--- src/cal_pkg.sv ---
// Shared widths, codes, timing and carrier types for the command authentication latch
package cal_pkg;

    // ****************************************
    // Field widths
    // ****************************************
    localparam int SITE_W = 16;
    localparam int TARGET_W = 20;
    localparam int SENDER_W = 4;
    localparam int CTR_W = 12;
    localparam int CMD_W = 6;
    localparam int USER_W = 5;
    localparam int SENDER_N = 1 << SENDER_W;

    // ****************************************
    // Command codes
    // ****************************************
    localparam logic [CMD_W-1:0] CMD_DEFAULT = 6'h00;
    localparam logic [CMD_W-1:0] CMD_AUX = 6'h09;
    localparam logic [CMD_W-1:0] CMD_PRIME = 6'h12;
    localparam logic [CMD_W-1:0] CMD_DESTRUCT = 6'h24;
    localparam logic [CMD_W-1:0] CMD_TEST = 6'h03;
    localparam logic [CMD_W-1:0] CMD_DISABLE = 6'h0a;
    localparam logic [CMD_W-1:0] CMD_CTR_CLEAR = 6'h1b;

    // ****************************************
    // Reset values
    // ****************************************
    localparam logic [USER_W-1:0] USER_RST = 5'h00;
    localparam logic [CTR_W-1:0] CTR_RST = 12'h000;
    localparam logic [TARGET_W-1:0] TARGET_RST = 20'h0_0000;
    localparam logic [SITE_W-1:0] SITE_RST = 16'h0000;
    localparam logic [SENDER_N-1:0] ALLOW_RST = 16'h0000;

    // ****************************************
    // Timing
    // ****************************************
    localparam int CLK_PERIOD_NS = 20;
    localparam int FRAME_PERIOD_MS = 20;
    localparam int FRAME_CYCLES = (FRAME_PERIOD_MS * 1000000) / CLK_PERIOD_NS;

    // ****************************************
    // Types
    // ****************************************
    typedef enum logic [1:0] {
        ST_IDLE = 2'b01,
        ST_EVAL = 2'b10
    } cal_state_e;

    typedef struct packed {
        logic [SITE_W-1:0] site_identifier;
        logic [SENDER_W-1:0] sender_identifier;
        logic [TARGET_W-1:0] target_identifier;
        logic [CTR_W-1:0] counter;
        logic [CMD_W-1:0] command;
        logic [USER_W-1:0] user;
        logic check_bit;
    } cal_frame_s;

    typedef struct packed {
        logic check_channel;
        logic aux;
        logic prime;
        logic destruct;
        logic decode_valid;
        logic [SENDER_W-1:0] sender_identifier;
        logic [CTR_W-1:0] counter;
    } cal_tlm_s;

endpackage

--- src/cal_core.sv ---
// Command authentication latch: frame checks, command decode, latched outputs, telemetry
//
// Operation
// - Counterless mode: all three identifiers must match
// - Configuration bit turns counter checking off
// - Counter mode: received exceeds stored, then stored
// - One stored counter per allowed sender
// - Stored counters cleared to zero at power-up
// - Target and allowed senders loaded before mission
// - Unprimed destruct rejected, counter left alone
// - Six-bit code; zero is default; prime code
// - Destruct asserts only while prime is latched
// - Counter-clear code zeroes stored counter values
// - Auxiliary, test and receiver-disable codes decoded
// - Prime, destruct, auxiliary latched until default
// - All command outputs inactive after power returns
// - Five-bit user field, default zero
// - Accepted data valid one frame period
// - Validity flag travels with external data
// - User field authenticated like command field
// - User output held until next authenticated
// - Decode-valid bit when addressed and valid
// - Telemetry each frame: status, sender, counter
// - Twenty-bit target must equal own value
// - Sixteen-bit site, one accepted value
// - Twelve-bit counter carried in each frame
// - Check output held 20 ms, then low
`timescale 1ns/1ps
`default_nettype none

module cal_core #(
    parameter int FRAME_CYCLES = cal_pkg::FRAME_CYCLES
) (
    // Clock and reset
    input wire logic mclk,
    input wire logic rst_n,
    // Configuration from non-volatile store
    input wire logic cfg_load,
    input wire logic [cal_pkg::TARGET_W-1:0] cfg_target_identifier,
    input wire logic [cal_pkg::SITE_W-1:0] cfg_site_identifier,
    input wire logic [cal_pkg::SENDER_N-1:0] cfg_sender_allow,
    input wire logic cfg_counter_en,
    // Decoded frames
    input wire logic frame_stb,
    input wire cal_pkg::cal_frame_s frame_in,
    output logic frame_ready,
    // Command outputs
    output logic prime_out,
    output logic destruct_out,
    output logic aux_out,
    output logic test_out,
    output logic rx_disabled,
    output logic check_out,
    // User field and external interface
    output logic [cal_pkg::USER_W-1:0] user_out,
    output logic data_valid,
    // Status and telemetry
    output logic decode_valid,
    output cal_pkg::cal_tlm_s tlm_out,
    output logic tlm_stb
);

    localparam int TMR_W = $clog2(FRAME_CYCLES + 1);
    localparam logic [TMR_W-1:0] TMR_LOAD = TMR_W'(FRAME_CYCLES);

    // ****************************************
    // Configuration
    // ****************************************
    logic [cal_pkg::TARGET_W-1:0] target_reg;
    logic [cal_pkg::SITE_W-1:0] site_reg;
    logic [cal_pkg::SENDER_N-1:0] allow_reg;
    logic ctr_en_reg;

    // Latched only on load so a glitch on the store lines mid-flight cannot retarget
    always_ff @(posedge mclk) begin
        if (!rst_n) begin
            target_reg <= cal_pkg::TARGET_RST;
            site_reg <= cal_pkg::SITE_RST;
            allow_reg <= cal_pkg::ALLOW_RST;
            ctr_en_reg <= 1'b0;
        end else if (cfg_load) begin
            target_reg <= cfg_target_identifier;
            site_reg <= cfg_site_identifier;
            allow_reg <= cfg_sender_allow;
            ctr_en_reg <= cfg_counter_en;
        end
    end

    // ****************************************
    // Frame capture and sequencing
    // ****************************************
    cal_pkg::cal_state_e state_reg;
    cal_pkg::cal_frame_s frame_reg;
    logic [cal_pkg::CTR_W-1:0] stored_ctr;

    assign frame_ready = (state_reg == cal_pkg::ST_IDLE);

    always_ff @(posedge mclk) begin
        if (!rst_n) begin
            state_reg <= cal_pkg::ST_IDLE;
        end else begin
            case (state_reg)
                cal_pkg::ST_IDLE: begin
                    if (frame_stb) begin
                        state_reg <= cal_pkg::ST_EVAL;
                    end
                end
                cal_pkg::ST_EVAL: begin
                    state_reg <= cal_pkg::ST_IDLE;
                end
                default: begin
                    state_reg <= cal_pkg::ST_IDLE;
                end
            endcase
        end
    end

    always_ff @(posedge mclk) begin
        if (!rst_n) begin
            frame_reg <= '0;
        end else if (frame_ready && frame_stb) begin
            frame_reg <= frame_in;
        end
    end

    // ****************************************
    // Authentication
    // ****************************************
    logic eval;
    logic site_ok;
    logic target_ok;
    logic sender_ok;
    logic ids_ok;
    logic ctr_ok;
    logic code_known;
    logic destruct_blocked;
    logic auth;
    logic [cal_pkg::CMD_W-1:0] cmd;

    assign eval = (state_reg == cal_pkg::ST_EVAL) && !rx_disabled;
    assign cmd = frame_reg.command;
    assign site_ok = (frame_reg.site_identifier == site_reg);
    // A zero target is the null address and never selects this unit
    assign target_ok = (frame_reg.target_identifier == target_reg)
        && (target_reg != cal_pkg::TARGET_RST);
    assign sender_ok = allow_reg[frame_reg.sender_identifier];
    assign ids_ok = site_ok && target_ok && sender_ok;
    // Unsigned compare; wrap-around is the sender's problem
    assign ctr_ok = !ctr_en_reg || (frame_reg.counter > stored_ctr);

    always_comb begin
        case (cmd)
            cal_pkg::CMD_DEFAULT,
            cal_pkg::CMD_AUX,
            cal_pkg::CMD_PRIME,
            cal_pkg::CMD_DESTRUCT,
            cal_pkg::CMD_TEST,
            cal_pkg::CMD_DISABLE,
            cal_pkg::CMD_CTR_CLEAR: code_known = 1'b1;
            default: code_known = 1'b0;
        endcase
    end

    assign destruct_blocked = (cmd == cal_pkg::CMD_DESTRUCT) && !prime_out;
    assign auth = eval && ids_ok && ctr_ok && code_known && !destruct_blocked;

    // ****************************************
    // Per-sender counter store
    // ****************************************
    logic ctr_wr;
    logic ctr_clr;

    assign ctr_clr = auth && (cmd == cal_pkg::CMD_CTR_CLEAR);
    assign ctr_wr = auth && ctr_en_reg && !ctr_clr;

    cal_ctr_mem #(
        .WIDTH(cal_pkg::CTR_W),
        .ADDR_W(cal_pkg::SENDER_W)
    ) cal_ctr_mem_inst (
        .mclk(mclk),
        .rst_n(rst_n),
        .clr_all(ctr_clr),
        .wr_en(ctr_wr),
        .wr_addr(frame_reg.sender_identifier),
        .wr_data(frame_reg.counter),
        .rd_addr(frame_in.sender_identifier),
        .rd_data(stored_ctr)
    );

    // ****************************************
    // Latched command outputs
    // ****************************************
    // Synchronous reset brings every output low when power returns
    always_ff @(posedge mclk) begin
        if (!rst_n) begin
            prime_out <= 1'b0;
            destruct_out <= 1'b0;
            aux_out <= 1'b0;
            test_out <= 1'b0;
        end else if (auth) begin
            case (cmd)
                cal_pkg::CMD_DEFAULT: begin
                    prime_out <= 1'b0;
                    destruct_out <= 1'b0;
                    aux_out <= 1'b0;
                    test_out <= 1'b0;
                end
                cal_pkg::CMD_PRIME: prime_out <= 1'b1;
                cal_pkg::CMD_DESTRUCT: destruct_out <= 1'b1;
                cal_pkg::CMD_AUX: aux_out <= 1'b1;
                cal_pkg::CMD_TEST: test_out <= 1'b1;
                default: begin
                end
            endcase
        end
    end

    // Only a reset brings the receiver back after a disable
    always_ff @(posedge mclk) begin
        if (!rst_n) begin
            rx_disabled <= 1'b0;
        end else if (auth && cmd == cal_pkg::CMD_DISABLE) begin
            rx_disabled <= 1'b1;
        end
    end

    // ****************************************
    // User field and validity window
    // ****************************************
    logic [TMR_W-1:0] valid_tmr_reg;

    always_ff @(posedge mclk) begin
        if (!rst_n) begin
            user_out <= cal_pkg::USER_RST;
        end else if (auth) begin
            user_out <= frame_reg.user;
        end
    end

    always_ff @(posedge mclk) begin
        if (!rst_n) begin
            valid_tmr_reg <= '0;
        end else if (auth) begin
            valid_tmr_reg <= TMR_LOAD;
        end else if (valid_tmr_reg != '0) begin
            valid_tmr_reg <= valid_tmr_reg - 1'b1;
        end
    end

    assign data_valid = (valid_tmr_reg != '0);

    // ****************************************
    // Check channel
    // ****************************************
    logic [TMR_W-1:0] chk_tmr_reg;
    logic chk_good;

    assign chk_good = frame_reg.check_bit && site_ok && sender_ok;

    always_ff @(posedge mclk) begin
        if (!rst_n) begin
            chk_tmr_reg <= '0;
        end else if (eval) begin
            chk_tmr_reg <= chk_good ? TMR_LOAD : '0;
        end else if (chk_tmr_reg != '0) begin
            chk_tmr_reg <= chk_tmr_reg - 1'b1;
        end
    end

    assign check_out = (chk_tmr_reg != '0);

    // ****************************************
    // Decode status and telemetry
    // ****************************************
    logic [cal_pkg::SENDER_W-1:0] tlm_sender_reg;
    logic [cal_pkg::CTR_W-1:0] tlm_ctr_reg;

    // Decode-valid ignores the counter so a replay is still visible as addressed
    always_ff @(posedge mclk) begin
        if (!rst_n) begin
            decode_valid <= 1'b0;
        end else if (eval) begin
            decode_valid <= ids_ok && code_known;
        end
    end

    always_ff @(posedge mclk) begin
        if (!rst_n) begin
            tlm_sender_reg <= '0;
            tlm_ctr_reg <= cal_pkg::CTR_RST;
        end else if (ctr_clr) begin
            tlm_sender_reg <= frame_reg.sender_identifier;
            tlm_ctr_reg <= cal_pkg::CTR_RST;
        end else if (auth) begin
            tlm_sender_reg <= frame_reg.sender_identifier;
            tlm_ctr_reg <= frame_reg.counter;
        end
    end

    always_ff @(posedge mclk) begin
        if (!rst_n) begin
            tlm_stb <= 1'b0;
        end else begin
            tlm_stb <= eval;
        end
    end

    assign tlm_out = '{
        check_channel: check_out,
        aux: aux_out,
        prime: prime_out,
        destruct: destruct_out,
        decode_valid: decode_valid,
        sender_identifier: tlm_sender_reg,
        counter: tlm_ctr_reg
    };

endmodule

`default_nettype wire

--- src/cal_ctr_mem.sv ---
// Per-sender last-accepted counter store with registered read and whole-array clear
`timescale 1ns/1ps
`default_nettype none

module cal_ctr_mem #(
    parameter int WIDTH = 12,
    parameter int ADDR_W = 4
) (
    // Clock and reset
    input wire logic mclk,
    input wire logic rst_n,
    // Write and clear
    input wire logic clr_all,
    input wire logic wr_en,
    input wire logic [ADDR_W-1:0] wr_addr,
    input wire logic [WIDTH-1:0] wr_data,
    // Read
    input wire logic [ADDR_W-1:0] rd_addr,
    output logic [WIDTH-1:0] rd_data
);

    logic [WIDTH-1:0] mem_reg [(1<<ADDR_W)];

    // Every entry is a flop so power-up can zero them all at once
    always_ff @(posedge mclk) begin
        if (!rst_n || clr_all) begin
            for (int i = 0; i < (1 << ADDR_W); i++) begin
                mem_reg[i] <= '0;
            end
        end else if (wr_en) begin
            mem_reg[wr_addr] <= wr_data;
        end
    end

    always_ff @(posedge mclk) begin
        if (!rst_n) begin
            rd_data <= '0;
        end else begin
            rd_data <= mem_reg[rd_addr];
        end
    end

endmodule

`default_nettype wire

--- config.mk ---
export PLATFORM = sky130hd
export DESIGN_NAME = cal_core
export DESIGN_NICKNAME = d
export VERILOG_FILES = /design/src/cal_pkg.sv /design/src/cal_core.sv /design/src/cal_ctr_mem.sv
export SDC_FILE = /design/constraint.sdc
export NUM_CORES = 1
export LEC_CHECK = 0
export ABC_CLOCK_PERIOD_IN_PS = 5800
export BUFFER_PORTS_ARGS = -buffer_cell sky130_fd_sc_hd__buf_2
export CORE_MARGIN = 2
export CORE_UTILIZATION = 35
export CTS_CLUSTER_DIAMETER = 200
export DETAILED_ROUTE_END_ITERATION = 7
export MAX_ROUTING_LAYER = met4
export REMOVE_ABC_BUFFERS = 1
export SETUP_SLACK_MARGIN = 0.05
export SYNTH_ARGS = -nofsm -noshare
export SYNTH_HDL_FRONTEND = slang
export SYNTH_HIERARCHICAL = 1
export SYNTH_SLANG_ARGS = --single-unit
--- constraint.sdc ---
create_clock -name mclk -period 5.8 [get_ports mclk]
set_clock_uncertainty 0.2 [all_clocks]
set_input_delay 1.16 -clock mclk [delete_from_list [all_inputs] [get_ports mclk]]
set_output_delay 1.16 -clock mclk [all_outputs]
set_load 0.05 [all_outputs]
==> results.json, run 1 <==
{
  "finalPower_mw": 7.090,
  "postCtsSetupBuffers": 0,
  "cpMaxStageDelayCell": "dfxtp_1",
  "dpl.hpwl_mm": 31.63,
  "cts_buffer_depth": 3,
  "nets": 1906,
  "cp-end-kind": "register",
  "yosys_warnings": 6,
  "setup_violations": 0,
  "path_max_fanout": 13,
  "ys_ff_latch": 391,
  "cts_root_buffer": "clkbuf_16",
  "ir_worst_vdd_uv": 229.3,
  "final_area_sq_um": 20360,
  "ys_async_sr_fraction": 0,
  "die_h_um": 228.8,
  "final_max_slew_viol_count": 0,
  "max_stage_delay_ps": 740,
  "grt_max_degree": 85,
  "fin_ws_ps": 791.7,
  "numClockSinks": 391,
  "syn_avg_cell_area_sq_um": 10.71,
  "nFillCells": 4868,
  "cp.arrival_ps": 4980,
  "synth_flop_cell": "dfxtp_1",
  "dr.pass1.iters": 5,
  "max_clock_freq_mhz": 199.7,
  "post-synth-top-count-cell": "dfxtp_1",
  "critPathCapture": "cal_ctr_mem_inst/mem_reg[2][10]",
  "rr_endpoint": "cal_ctr_mem_inst/mem_reg[2][10]",
  "pre_cts_slack_ps": 815.3,
  "clock_latency_ps": 530,
  "grt_pass1_vias": 12520,
  "multi_input_area_sq_um": 7351,
  "cts_tree": "built",
  "rrSetupSlack_ps": 790,
  "grt_pass1_wl_mm": 71.48,
  "post_cts_resized": 0,
  "drc": 0,
  "num_vias": 12430,
  "required_ps": 5770,
  "power_leakage_nw": 8.159,
  "grt.total_usage": 0.1792,
  "detail-route-antenna-nets": 0,
  "instances_no_fill": 2483,
  "netlist_instances": 1652,
  "grt_antenna_before_repair": 8,
  "critPathKind": "register to register",
  "seq_area_sq_um": 9749,
  "critPathLaunchType": "register",
  "core-area_sq_um": 50070,
  "gp_congestion": 0.8590,
  "io_pins": 157,
  "tightest_slew_ps": 1187,
  "hold_viol": 0,
  "place_inst": 2401,
  "die_w_um": 228.8,
  "crit_start": "frame_reg[46]",
  "synth_edf_count": 192,
  "layout_worst_path_cycle_share": 0.8635,
  "powerDensity_nw_per_um2": 348.2,
  "cts_buffers": 40,
  "areaGrowthSynthToFinish_pct": 15.09,
  "rr_worst_depth": 10,
  "drtIter0Drc": 821,
  "timing.hold.ws_ps": 261.1,
  "drt-total-wl_mm": 45.97,
  "rsz0062_at_grt": "false",
  "htree_levels": 2,
  "dieArea_sq_um": 52370,
  "r2r_start": "frame_reg[46]",
  "vias_per_cell": 5.007,
  "synth_cell_types": 62,
  "maxSlewHeadroom": 0.2070,
  "hp-class": "register to register",
  "grt-ovfl-total": 0,
  "dpl-instance-area_sq_um": 19120,
  "synth.top_cells.by_count": "dfxtp_1, and2_1, edfxtp_1",
  "final.min_clock_period_ps": 5008,
  "crit_chain": "mux4_2 -> mux2i_1 -> mux2_4 -> nor4b_1 -> nand3_1 -> nor3b_1 -> nand3b_1 -> or3b_1 -> nor3_2 -> nand2b_1",
  "port_buffers": 156,
  "synth_top_cell_by_area": "edfxtp_1",
  "ctsHoldBuffers": 0,
  "max_cap_violations": 0,
  "initial_core_util": 0.3534,
  "largest_register_ffs": 192,
  "outcome": "finished clean",
  "rows": 82,
  "wl_per_cell_um": 18.51,
  "drive_gt1_frac": 0.1601,
  "final_core_util": 0.4067,
  "synthesis.area_sq_um": 17690,
  "tns_ps": 0,
  "ys_top_cells_by_area": "edfxtp_1, dfxtp_1, mux2i_1",
  "synth-seq-area-share": 0.5510,
  "synth_top_area_frac": 0.3258,
  "clk_pin_slew_worst_paths_ps": 60
}
==> placed cells by master, fill, tap and decap left out, types with 7 or more instances in the layout <==
master and n:
dfxtp_1 199, and2_1 194, edfxtp_1 192, nand2_1 174, buf_2 155, mux2i_1 128
nor2_1 108, a21oi_1 106, xor2_1 55, nand3_1 46, buf_4 43, clkbuf_16 41
a22oi_1 35, nor4_1 29, nand4_1 29, o31ai_1 21, inv_1 20, nand2b_1 20
nor2b_1 17, xnor2_1 17, mux4_2 16, o21ai_0 15, ha_1 14, diode_2 12
nor3_1 12, clkbuf_1 11, clkinv_2 7
==> kinds of logic (layout without fill, tap and decap cells) <==
kind of cell	Yosys count	in the layout	share of synthesized area
compound gates	202	202	0.06937
xor+xnor	72	72	0.03564
fa+ha+maj	14	14	0.009900
buf+inv	143	290	0.03479
flops	391	391	0.5510
mux	146	146	0.09511
other cells	0	12	0
simple gates	684	684	0.2042
==> critical path: cells and delay by family (launching register included) <==
kind	cells	cell delay, ps
and+or+nand+nor	7	2950
muxes	3	740
DFF	1	740
==> how the worst min path moves through the flow <==
stage               endpoint  slack [ps]  cells past startpoint           from
4_1_cts         frame_reg[4]         270                      2   frame_reg[4]
5_1_grt        frame_reg[37]         280                      2  frame_reg[37]
3_5_place_dp    frame_reg[1]         250                      2   frame_reg[1]
3_3_place_gp    frame_reg[1]         250                      2   frame_reg[1]
6_report        frame_reg[4]         260                      2   frame_reg[4]
2_1_floorplan   frame_reg[1]         240                      2   frame_reg[1]
==> where the power goes <==
| part | switching (mW) | internal (mW) |
|---|---|---|
| sequential | 0.168 | 3.12 |
| clock | 1.04 | 1.39 |
| combinational | 0.822 | 0.554 |
==> area by class of cell <==
| cell class | count | area share |
|---|---|---|
| Tap cell | 672 | 0.04129 |
| Clock inverter | 14 | 0.004301 |
| Antenna cell | 12 | 0.001475 |
| Inverter | 22 | 0.004178 |
| Timing Repair Buffer | 198 | 0.05394 |
| Sequential cell | 391 | 0.4787 |
| Clock buffer | 56 | 0.05511 |
| Multi-Input combinational cell | 1118 | 0.3610 |
==> per-layer routing <==
layer | share of wire | vias up | track usage | wire, um
met5 | 0 | - | - | 0
met4 | 0.030 | 0 | 0.06331 | 1384
met3 | 0.057 | 71 | 0.04129 | 2640
met2 | 0.49 | 303 | 0.2980 | 22480
met1 | 0.42 | 5995 | 0.2133 | 19460
li1 | - | 6064 | - | -
(Power assumes the default switching activity.)
==> run 2, diff against run 1 <==
- CORE_UTILIZATION: 35 -> 25
==> run 2 against run 1 <==
  * First-iteration DRC count up 38%
  * Hold slack worse by 5.6 ps
  * Clock power up 6%
==> results.json, run 2 (synthesis results as in run 1) <==
{
  "outcome": "finished clean",
  "drtIter0Drc": 1131,
  "die_w_um": 270.0,
  "path_max_fanout": 13,
  "p_int_mw": 5.169,
  "rsz0062_at_grt": "false",
  "tns_ps": 0,
  "comb_power_share": 0.193,
  "sequentialPowerShare": 0.453,
  "initial_core_util": 0.2527,
  "final.min_clock_period_ps": 5090,
  "clkPwrFrac": 0.355,
  "grt_antenna_before_repair": 3,
  "final_max_slew_viol_count": 0,
  "max_stage_delay_ps": 820,
  "hold_viol": 0,
  "postCtsSetupBuffers": 0,
  "max_cap_violations": 0,
  "ctsHoldBuffers": 0,
  "dpl.hpwl_mm": 33.24,
  "gp_congestion": 0.8441,
  "cts_buffers": 41,
  "dieArea_sq_um": 72920,
  "core-area_sq_um": 70030,
  "grt_pass1_vias": 12860,
  "maxSlewHeadroom": 0.2962,
  "cpMaxStageDelayCell": "dfxtp_1",
  "grt_max_degree": 96,
  "detail-route-antenna-nets": 0,
  "rr_worst_depth": 10,
  "drc": 0,
  "layout_commonest_cell": "dfxtp_1",
  "numClockSinks": 391,
  "clk_pin_slew_worst_paths_ps": 60,
  "layout_common_cells": "dfxtp_1, and2_1, edfxtp_1",
  "crit_chain": "mux4_2 -> mux2i_1 -> mux2_4 -> nor4b_1 -> nand3_1 -> nor3b_1 -> nand3b_1 -> or3b_1 -> nor3_2 -> nand2b_1",
  "dr.pass1.iters": 5,
  "cp_top_family": "simple AND/OR/NAND/NOR gates",
  "holdPathEnd": "frame_reg[2]",
  "num_vias": 12710,
  "cts_buffer_depth": 3,
  "grt.total_usage": 0.1346,
  "nets": 1906,
  "dpl-instance-area_sq_um": 19450,
  "drive_gt1_frac": 0.1610,
  "cts_tree": "built",
  "critPathLaunchType": "register",
  "rows": 97,
  "cp.arrival_ps": 5060,
  "port_buffers": 156,
  "r2r_start": "frame_reg[46]",
  "swShare": 0.2890,
  "power_leakage_nw": 8.186,
  "die_h_um": 270.0,
  "layout_worst_path_cycle_share": 0.8777,
  "powerDensity_nw_per_um2": 350.3,
  "rrSetupSlack_ps": 710,
  "wl_per_cell_um": 17.88,
  "hp-class": "register to register",
  "grt-ovfl-total": 0,
  "post_cts_resized": 0,
  "grt_pass1_wl_mm": 75.20,
  "cts_root_buffer": "clkbuf_16",
  "io_pins": 157,
  "path_buf_inv": 0,
  "tightest_slew_ps": 1056,
  "required_ps": 5770,
  "htree_levels": 2,
  "areaGrowthSynthToFinish_pct": 17.27,
  "whs_path_depth": 2,
  "ir_worst_vdd_uv": 217.4,
  "worstHoldStart": "frame_reg[2]",
  "timing.hold.ws_ps": 255.4,
  "setup_violations": 0,
  "cp-end-kind": "register",
  "max_clock_freq_mhz": 196.4,
  "power.net_switching_mw": 2.101,
  "critPathKind": "register to register",
  "drt-total-wl_mm": 49.09,
  "rr_endpoint": "cal_ctr_mem_inst/mem_reg[2][7]",
  "clock_latency_ps": 540,
  "vias_per_cell": 4.629,
  "final_area_sq_um": 20750,
  "largest_register_ffs": 192
}
[run 2: cell types whose count changed in the layout (fill, tap and decap cells not counted), sizes merged]
| cell | previous run | this run |
|---|---|---|
| diode | 12 | 4 |
| clkinvlp | 0 | 1 |
| bufinv | 1 | 3 |
| buf | 198 | 197 |
[run 2: power groups by stage]
stage | registers, mW | clock network [mW] | logic (mW)
floorplan | 3.31 | 0 | 0.991
finish | 3.29 | 2.58 | 1.40
detailed placement | 3.35 | 0 | 1.40
CTS | 3.29 | 2.63 | 1.40
global route | 3.32 | 2.73 | 1.55
global placement | 3.33 | 0 | 1.35
[run 2: how the worst max path moves through the flow]
stage,from,endpoint,slack (ps),cells after the start
after floorplan,rst_n,aux_out,1490,4
after global placement,frame_reg[46],cal_ctr_mem_inst/mem_reg[0][5],850,10
after detailed placement,frame_reg[46],cal_ctr_mem_inst/mem_reg[0][1],700,10
after CTS,frame_reg[46],cal_ctr_mem_inst/mem_reg[0][1],660,10
after global routing,frame_reg[46],cal_ctr_mem_inst/mem_reg[0][8],400,10
final,frame_reg[46],cal_ctr_mem_inst/mem_reg[2][7],710,10
[run 2: routing by layer]
layer | routed length [um] | global-route usage
met1 | 20990 | 0.1646
met2 | 23500 | 0.2221
met3 | 3260 | 0.03014
met4 | 1336 | 0.03889
met5 | 0 | -
[run 2: worst min-delay path, stage by stage, from the launching register on]
cell,delay (ps)
dfxtp_1,310
nand2_1,50
a21oi_1,50
[run 2: layout make-up]
cell class / instances / area (sq um)
Multi-Input combinational cell: 1118 / 7353
Tap cell: 940 / 1176
Inverter: 22 / 85.08
Sequential cell: 391 / 9749
Clock buffer: 56 / 1134
Clock inverter: 17 / 151.4
Fill cell: 7248 / 49280
Antenna cell: 4 / 10.01
Timing Repair Buffer: 197 / 1091
[run 2: through the flow]
step	power, mW	setup WS (ps)	util	instances
2_1_floorplan	4.301	1492	-	1531
3_3_place_gp	4.682	852.8	0.2778	2668
3_5_place_dp	4.742	698.3	0.2778	2668
4_1_cts	7.323	663.6	0.2962	2741
5_1_grt	7.599	399.5	0.2963	2744
6_report	7.270	709.5	0.2963	2745
